<file path="config.mk">
export PLATFORM = sky130hd
export DESIGN_NAME = ssw_status_regs
export DESIGN_NICKNAME = d
export VERILOG_FILES = /design/src/logic/ssw_pkg.sv /design/src/logic/ssw_status_regs.sv /design/src/logic/ssw_trim_clamp.sv
export SDC_FILE = /design/constraint.sdc
export NUM_CORES = 1
export LEC_CHECK = 0
export BUFFER_PORTS_ARGS = -buffer_cell sky130_fd_sc_hd__clkbuf_2
export CAP_MARGIN = 25
export CORE_ASPECT_RATIO = 0.9
export CORE_UTILIZATION = 48
export DETAILED_ROUTE_END_ITERATION = 10
export PLACE_DENSITY_LB_ADDON = 0.1
export SLEW_MARGIN = 20
export SYNTH_ARGS = -nofsm -noshare
export SYNTH_HDL_FRONTEND = slang
export SYNTH_SLANG_ARGS = --single-unit
</file>
<file path="constraint.sdc">
create_clock -name i_core_clk -period 2.1 [get_ports i_core_clk]
set_input_delay 0.63 -clock i_core_clk [delete_from_list [all_inputs] [get_ports i_core_clk]]
set_output_delay 0.63 -clock i_core_clk [all_outputs]
set_load 0.01 [all_outputs]
</file>
<file path="src/logic/ssw_pkg.sv">
package ssw_pkg;

  // register offsets
  localparam logic [7:0] SSW_OFF_TRIM_CTRL  = 8'h55;
  localparam logic [7:0] SSW_OFF_TRIM_CODE  = 8'h5d;
  localparam logic [7:0] SSW_OFF_TRIM_UPPER = 8'h65;
  localparam logic [7:0] SSW_OFF_TRIM_LOWER = 8'h6d;
  localparam logic [7:0] SSW_OFF_OV_LOW     = 8'he2;
  localparam logic [7:0] SSW_OFF_OV_HIGH    = 8'he3;
  localparam logic [7:0] SSW_OFF_UV_LOW     = 8'he4;
  localparam logic [7:0] SSW_OFF_UV_HIGH    = 8'he5;
  localparam logic [7:0] SSW_OFF_LIM_LOW    = 8'he6;
  localparam logic [7:0] SSW_OFF_LIM_HIGH   = 8'he7;
  localparam logic [7:0] SSW_OFF_GPI        = 8'he8;

  // values after reset
  localparam logic [7:0] SSW_MIDCODE        = 8'h7f;
  localparam logic [7:0] SSW_RST_TRIM_CODE  = SSW_MIDCODE;
  localparam logic [7:0] SSW_RST_TRIM_UPPER = 8'hff;
  localparam logic [7:0] SSW_RST_TRIM_LOWER = 8'h00;
  localparam logic [2:0] SSW_RST_TRIM_CTRL  = 3'h0;

  // control field positions
  localparam int SSW_CTRL_EN_BIT  = 2;
  localparam int SSW_CTRL_SEL_MSB = 1;
  localparam int SSW_CTRL_SEL_LSB = 0;

  // channel counts
  localparam int SSW_NUM_MAIN = 5;
  localparam int SSW_NUM_DUAL = 5;

  // midcode level choice
  typedef enum logic [1:0] {
    SSW_MID_1V25 = 2'b00,
    SSW_MID_1V00 = 2'b01,
    SSW_MID_0V80 = 2'b10,
    SSW_MID_0V60 = 2'b11
  } ssw_midsel_t;

  // comparator and input levels; main/second index 0..3 supply one..four, 4 high-voltage
  typedef struct packed {
    logic [4:0] ov_main;
    logic [4:0] uv_main;
    logic [4:0] ov_dual;
    logic [4:0] uv_dual;
    logic [4:0] ov_second;
    logic [4:0] uv_second;
    logic [9:0] limit;
    logic [4:0] gpi_level;
  } ssw_detect_t;

  // trim converter drive
  typedef struct packed {
    logic        drive;
    logic        unsafe;
    ssw_midsel_t midsel;
    logic [7:0]  code;
  } ssw_trim_t;

endpackage

</file>
<file path="src/logic/ssw_status_regs.sv">
// Functional notes
// - eight-bit trim code drives the converter; 0x7f is the midcode level.
// - two-bit field selects midcode level 1.25, 1.0, 0.8 or 0.6 V.
// - a code above the upper limit is replaced by the upper limit.
// - a code below the lower limit is replaced by the lower limit.
// - warning is the OR of all limit results and secondary detectors.
// - secondary detectors count only when the dual input is digital.
// - status reads show live levels, never latched.
// - overvoltage low byte: dual three..one or supplies, high-voltage, supplies four..one.
// - overvoltage high byte: bit1 dual five or high-voltage, bit0 dual four.
// - undervoltage low byte uses the overvoltage low layout.
// - undervoltage high byte: bit1 dual five or high-voltage, bit0 dual four.
// - limit low byte holds eight channel limit results.
// - limit high byte holds dual five and four results in bits 1..0.
// - input status byte shows dual five..one levels in bits 4..0.
`timescale 1ns/1ps
module ssw_status_regs (
  // clock and reset
  input  wire logic             i_core_clk,
  input  wire logic             i_reset,
  // register port
  input  wire logic [7:0]       i_reg_addr,
  input  wire logic             i_reg_wr,
  input  wire logic             i_reg_rd,
  input  wire logic [7:0]       i_reg_wdata,
  output logic      [7:0]       o_reg_rdata,
  // monitored levels
  input  wire ssw_pkg::ssw_detect_t i_detect,
  input  wire logic [4:0]       i_dual_is_digital,
  // outputs
  output logic                  o_warning,
  output ssw_pkg::ssw_trim_t    o_trim
);
  import ssw_pkg::*;

  logic [7:0]  trim_code_r;
  logic [7:0]  trim_upper_r;
  logic [7:0]  trim_lower_r;
  logic [2:0]  trim_ctrl_r;
  logic [7:0]  clamp_code;
  logic        clamp_unsafe;
  logic        trim_en;
  logic [4:0]  ov_dual_view;
  logic [4:0]  uv_dual_view;
  logic [4:0]  sec_ov;
  logic [4:0]  sec_uv;
  logic [7:0]  ov_low;
  logic [7:0]  ov_high;
  logic [7:0]  uv_low;
  logic [7:0]  uv_high;
  logic [7:0]  lim_low;
  logic [7:0]  lim_high;
  logic [7:0]  gpi_byte;
  logic [7:0]  rdata_nxt;
  logic        warning_nxt;

  assign trim_en = trim_ctrl_r[SSW_CTRL_EN_BIT];

  // software writes to the trim registers
  always_ff @(posedge i_core_clk) begin
    if (i_reset) begin
      trim_code_r  <= SSW_RST_TRIM_CODE;
      trim_upper_r <= SSW_RST_TRIM_UPPER;
      trim_lower_r <= SSW_RST_TRIM_LOWER;
      trim_ctrl_r  <= SSW_RST_TRIM_CTRL;
    end else if (i_reg_wr) begin
      unique case (i_reg_addr)
        SSW_OFF_TRIM_CODE:  trim_code_r  <= i_reg_wdata;
        SSW_OFF_TRIM_UPPER: trim_upper_r <= i_reg_wdata;
        SSW_OFF_TRIM_LOWER: trim_lower_r <= i_reg_wdata;
        SSW_OFF_TRIM_CTRL:  trim_ctrl_r  <= i_reg_wdata[2:0];
        default: ;
      endcase
    end
  end

  // window limiting of the written code
  // a crossed window is flagged instead of clamped: neither limit is a safe pick
  ssw_trim_clamp u_clamp (
    .i_code   (trim_code_r),
    .i_upper  (trim_upper_r),
    .i_lower  (trim_lower_r),
    .o_code   (clamp_code),
    .o_unsafe (clamp_unsafe)
  );

  // applied converter drive
  // code freezes while disabled or unsafe so the converter never sees a stray code
  always_ff @(posedge i_core_clk) begin
    if (i_reset) begin
      o_trim.drive  <= 1'b0;
      o_trim.unsafe <= 1'b0;
      o_trim.midsel <= SSW_MID_1V25;
      o_trim.code   <= SSW_RST_TRIM_CODE;
    end else begin
      o_trim.unsafe <= clamp_unsafe;
      o_trim.drive  <= trim_en & ~clamp_unsafe;
      o_trim.midsel <= ssw_midsel_t'(trim_ctrl_r[SSW_CTRL_SEL_MSB:SSW_CTRL_SEL_LSB]);
      if (trim_en && !clamp_unsafe) begin
        o_trim.code <= clamp_code;
      end
    end
  end

  // dual-function bit view and secondary detector gating
  // a digital dual input hands its status bit to the paired supply's secondary detector
  for (genvar i = 0; i < SSW_NUM_DUAL; i++) begin : g_dual
    assign ov_dual_view[i] = i_dual_is_digital[i] ? i_detect.ov_second[i] : i_detect.ov_dual[i];
    assign uv_dual_view[i] = i_dual_is_digital[i] ? i_detect.uv_second[i] : i_detect.uv_dual[i];
    assign sec_ov[i]       = i_dual_is_digital[i] & i_detect.ov_second[i];
    assign sec_uv[i]       = i_dual_is_digital[i] & i_detect.uv_second[i];
  end

  // live status bytes
  assign ov_low   = {ov_dual_view[2:0], i_detect.ov_main};
  assign ov_high  = {6'h00, ov_dual_view[4:3]};
  assign uv_low   = {uv_dual_view[2:0], i_detect.uv_main};
  assign uv_high  = {6'h00, uv_dual_view[4:3]};
  assign lim_low  = i_detect.limit[7:0];
  assign lim_high = {6'h00, i_detect.limit[9:8]};
  assign gpi_byte = {3'h0, i_detect.gpi_level};

  // read decode; unmapped offsets read zero
  always_comb begin
    unique case (i_reg_addr)
      SSW_OFF_TRIM_CODE:  rdata_nxt = trim_code_r;
      SSW_OFF_TRIM_UPPER: rdata_nxt = trim_upper_r;
      SSW_OFF_TRIM_LOWER: rdata_nxt = trim_lower_r;
      SSW_OFF_TRIM_CTRL:  rdata_nxt = {5'h00, trim_ctrl_r};
      SSW_OFF_OV_LOW:     rdata_nxt = ov_low;
      SSW_OFF_OV_HIGH:    rdata_nxt = ov_high;
      SSW_OFF_UV_LOW:     rdata_nxt = uv_low;
      SSW_OFF_UV_HIGH:    rdata_nxt = uv_high;
      SSW_OFF_LIM_LOW:    rdata_nxt = lim_low;
      SSW_OFF_LIM_HIGH:   rdata_nxt = lim_high;
      SSW_OFF_GPI:        rdata_nxt = gpi_byte;
      default:            rdata_nxt = 8'h00;
    endcase
  end

  // read data capture, sampled at the read strobe
  // status bytes feed straight in, so two reads may differ while levels move
  always_ff @(posedge i_core_clk) begin
    if (i_reset) begin
      o_reg_rdata <= 8'h00;
    end else if (i_reg_rd) begin
      o_reg_rdata <= rdata_nxt;
    end
  end

  // wide-or warning for the sequencing engine
  // registered so the engine sees one clean level per clock
  assign warning_nxt = (|i_detect.limit) | (|sec_ov) | (|sec_uv);

  always_ff @(posedge i_core_clk) begin
    if (i_reset) begin
      o_warning <= 1'b0;
    end else begin
      o_warning <= warning_nxt;
    end
  end
endmodule

</file>
<file path="src/logic/ssw_trim_clamp.sv">
`timescale 1ns/1ps
module ssw_trim_clamp (
  // codes
  input  wire logic [7:0] i_code,
  input  wire logic [7:0] i_upper,
  input  wire logic [7:0] i_lower,
  // result
  output logic      [7:0] o_code,
  output logic            o_unsafe
);

  // limit the written code into the window
  always_comb begin
    o_unsafe = (i_lower > i_upper);
    if (i_code > i_upper) begin
      o_code = i_upper;
    end else if (i_code < i_lower) begin
      o_code = i_lower;
    end else begin
      o_code = i_code;
    end
  end

endmodule

</file>
==> flow_metrics.py <==
metrics = {
    "run_status": {
        "status": "finished, final reports clean",
    },
    "worst_setup_path": {
        "worstPathArrival_ps": 2250,
        "path_class": "reg2reg",
        "reg2reg_depth": 7,
        "crit_required_ps": 2320,
        "crit_buf_inv": 1,
        "cp_top_family": "compound AO/OA/AOI/OAI gates",
        "critPathMaxStageDelay_ps": 340,
        "slowest_stage": "dfxtp_2",
        "r2r_slack_ps": 60,
        "crit_chain": "buf_4 > ha_1 > a211o_1 > o211ai_1 > nand3_1 > and3_2 > o41ai_2",
        "end_kind": "register",
        "r2r-start": "trim_lower_r[5]",
        "crit_path_max_fanout": 15,
        "cp-start-kind": "register",
        "r2r-end": "o_trim[7]",
    },
    "clock_tree": {
        "clk_latency_ps": 310,
        "cts_made_buffers": 5,
        "clock_path_buffers": 2,
        "cts_tree": "yes",
        "clk_pin_slew_ps": 100,
        "cts_root_buf": "clkbuf_8",
        "htree_num_levels": 2,
        "cts.sinks": 48,
    },
    "die": {
        "die_h_um": 80.2,
        "io_pins": 91,
        "dieArea_mm2": 0.00712,
        "start_util": 0.497,
        "coreArea_mm2": 0.00655,
        "die_w_um": 88.8,
        "row_count": 28,
    },
    "logic_synthesis": {
        "synth_cell_types": 57,
        "yosysWarnings": 0,
        "synth.cell_area_mm2": 0.00326,
        "ys_async_sr_fraction": 0,
        "ys_ff_latch": 48,
        "synth_edf_count": 0,
        "syn_nets": 467,
        "yosys.area.top_type": "dfxtp_1",
        "syn_inst": 374,
        "ys_seq_area_frac": 0.295,
        "synth_top_area_share": 0.295,
        "netlist_top_cells_area": "dfxtp_1, mux2i_1, ha_1, nand2_1, a21oi_1",
        "avgSynthCellArea_um2": 8.71,
        "synth_ff_type": "dfxtp_1",
    },
    "placed_design": {
        "dpl.cell_count": 578,
        "placed_cell_area_mm2": 0.00407,
        "dp_hpwl_mm": 7.42,
        "globalplace.congestion": 0.970,
        "port_buffers": 90,
    },
    "route": {
        "drc": 0,
        "wl_per_cell_um": 15.9,
        "avgViaCountPerCell": 5.54,
        "drt-pass1-iter-count": 4,
        "totalWireLength_mm": 9.37,
        "num_vias": 3256,
        "drtAntennaViolNets": 0,
        "initialDrtViolationCount": 207,
    },
    "timing": {
        "setup_viol": 0,
        "slew-limit-headroom": 0.740,
        "finClkSkew_ps": 9.90,
        "finalCritPeriodShare": 0.969,
        "finalSetupTns_ps": 0,
        "worst_pin_slew_ps": 390,
        "maxSlewViolCount": 0,
        "fmax_ghz": 0.491,
        "hold_violations": 0,
        "layout_min_cycle_time_ps": 2040,
    },
    "pwr": {
        "p_switching_mw": 0.467,
        "peakVddDrop_mv": 0.373,
        "finalPower_mw": 1.86,
        "leakagePower_nw": 1.99,
        "internal-power_mw": 1.39,
        "clkPwrFrac": 0.373,
        "seq_power_share": 0.492,
        "pwr-share-comb": 0.136,
        "switching_share": 0.251,
        "power_density_mw_per_mm2": 438,
    },
    "final_layout": {
        "syn_to_final_growth_pct": 30.2,
        "drive_above_1_share": 0.345,
        "n_antenna_cell": 0,
        "design_area_mm2": 0.00424,
        "nNetsFinal": 590,
        "fin_cells": 588,
        "nFillCells": 577,
        "mostFrequentLayoutCells": "clkbuf_2, dfxtp_1, buf_4",
        "final_common_cell": "clkbuf_2",
    },
    "global_route": {
        "grt-ovfl-total": 0,
        "grt_usage": 0.278,
        "grt_pass1_wl_mm": 15.1,
        "grt_pass1_vias": 3095,
        "grt_max_degree": 27,
        "antenna_found_initial": 0,
    },
    "worst_hold_path": {
        "hp-class": "reg2reg",
        "whs_endpoint": "o_reg_rdata[2]",
        "min_from": "o_reg_rdata[2]",
        "whs_path_depth": 2,
    },
    "job": {
        "cap_viol_max_count": 0,
    },
}
## Yosys cell counts (2+ instances only)
| library cell | count |
|---|---|
| dfxtp_1 | 48 |
| mux2i_1 | 32 |
| nand2_1 | 29 |
| ha_1 | 23 |
| a21oi_1 | 21 |
| nor2_1 | 21 |
| inv_1 | 19 |
| o21ai_0 | 14 |
| clkbuf_1 | 12 |
| nand3_1 | 11 |
| o21ai_1 | 11 |
| and3_1 | 10 |
| nand3b_1 | 10 |
| nor2b_1 | 10 |
| a211o_1 | 9 |
| a221oi_1 | 8 |
| a22oi_1 | 6 |
| nand2b_1 | 6 |
| nor3_1 | 6 |
| o22ai_1 | 6 |
| buf_2 | 5 |
| mux2_2 | 5 |
| a211oi_1 | 4 |
| nand4_1 | 4 |
| a22o_1 | 3 |
| and4_1 | 3 |
| mux2_1 | 3 |
| o211ai_1 | 3 |
| a21o_1 | 2 |
| nor4_1 | 2 |
| o21ai_2 | 2 |
## how the worst max path moves through the flow
| stage | endpoint | cells after the start | slack, ps | start |
|---|---|---|---|---|
| after floorplan | o_trim[6] | 10 | 100 | trim_upper_r[5] |
| after global placement | o_reg_rdata[7] | 8 | -10 | i_reg_addr[1] |
| final | o_trim[7] | 7 | 60 | trim_lower_r[5] |
| after CTS | o_trim[5] | 8 | 10 | trim_lower_r[7] |
| after global routing | o_trim[5] | 8 | -0.7 | trim_lower_r[2] |
| after detailed placement | o_trim[5] | 8 | -90 | trim_lower_r[7] |
## power groups by stage
stage / Combinational, mW / Clock [mW] / Sequential, mW
5_1_grt: 0.274 / 0.754 / 0.914
4_1_cts: 0.249 / 0.712 / 0.913
3_3_place_gp: 0.243 / 0 / 0.934
6_report: 0.252 / 0.692 / 0.913
3_5_place_dp: 0.247 / 0 / 0.934
2_1_floorplan: 0.115 / 0 / 0.935
## sequential cells by signal (all words and copies together) (netlist names)
name / flops
trim_ctrl_r: 3
trim_upper_r: 8
o_trim: 12
trim_lower_r: 8
o_reg_rdata: 8
trim_code_r: 8
o_warning: 1
## through the flow
stage          hold WS [ps]  utilization  worst slack [ps]
6_report                460        0.648              64.1
3_5_place_dp            443        0.621             -86.1
5_1_grt                 482        0.648            -0.705
2_1_floorplan           458            -              99.9
4_1_cts                 463        0.642              10.6
3_3_place_gp            436        0.621             -9.71
## routing by layer
metal | GRT usage | share of wire | vias up
met5 | 0 | 0 | -
met4 | 0.0629 | 0.012 | 0
met3 | 0.0493 | 0.056 | 11
met2 | 0.448 | 0.47 | 85
met1 | 0.384 | 0.47 | 1518
li1 | - | - | 1642
## cell families after synthesis
logic type               synth area share
AO/OA/AOI/OAI                       0.226
AND/OR/NAND/NOR                     0.216
multiplexers                        0.126
buffers and inverters              0.0492
adder cells (fa/ha/maj)            0.0883
flip-flops                          0.295
## tightest hold or removal path: stages (launching register included)
cell and delay, ps:
dfxtp_1 320, nand2_1 50, o21ai_1 50
## final cells by class
class	count	area, um^2	area share
Clock buffer	5	68.8	0.0162
Clock inverter	3	47.5	0.0112
Inverter	19	71.3	0.0168
Multi-Input combinational cell	289	2180	0.515
Sequential cell	48	966	0.228
Tap cell	90	113	0.0265
Timing Repair Buffer	134	793	0.187
## what timing repair did
item                       in CTS  in global routing
hold buffers                    0                  0
pin swaps                       1                  2
resized for setup               2                 12
setup buffers                   1                  0
setup endpoints to repair       6                  8
cloned                          1                  0
(Power assumes the default switching activity.)
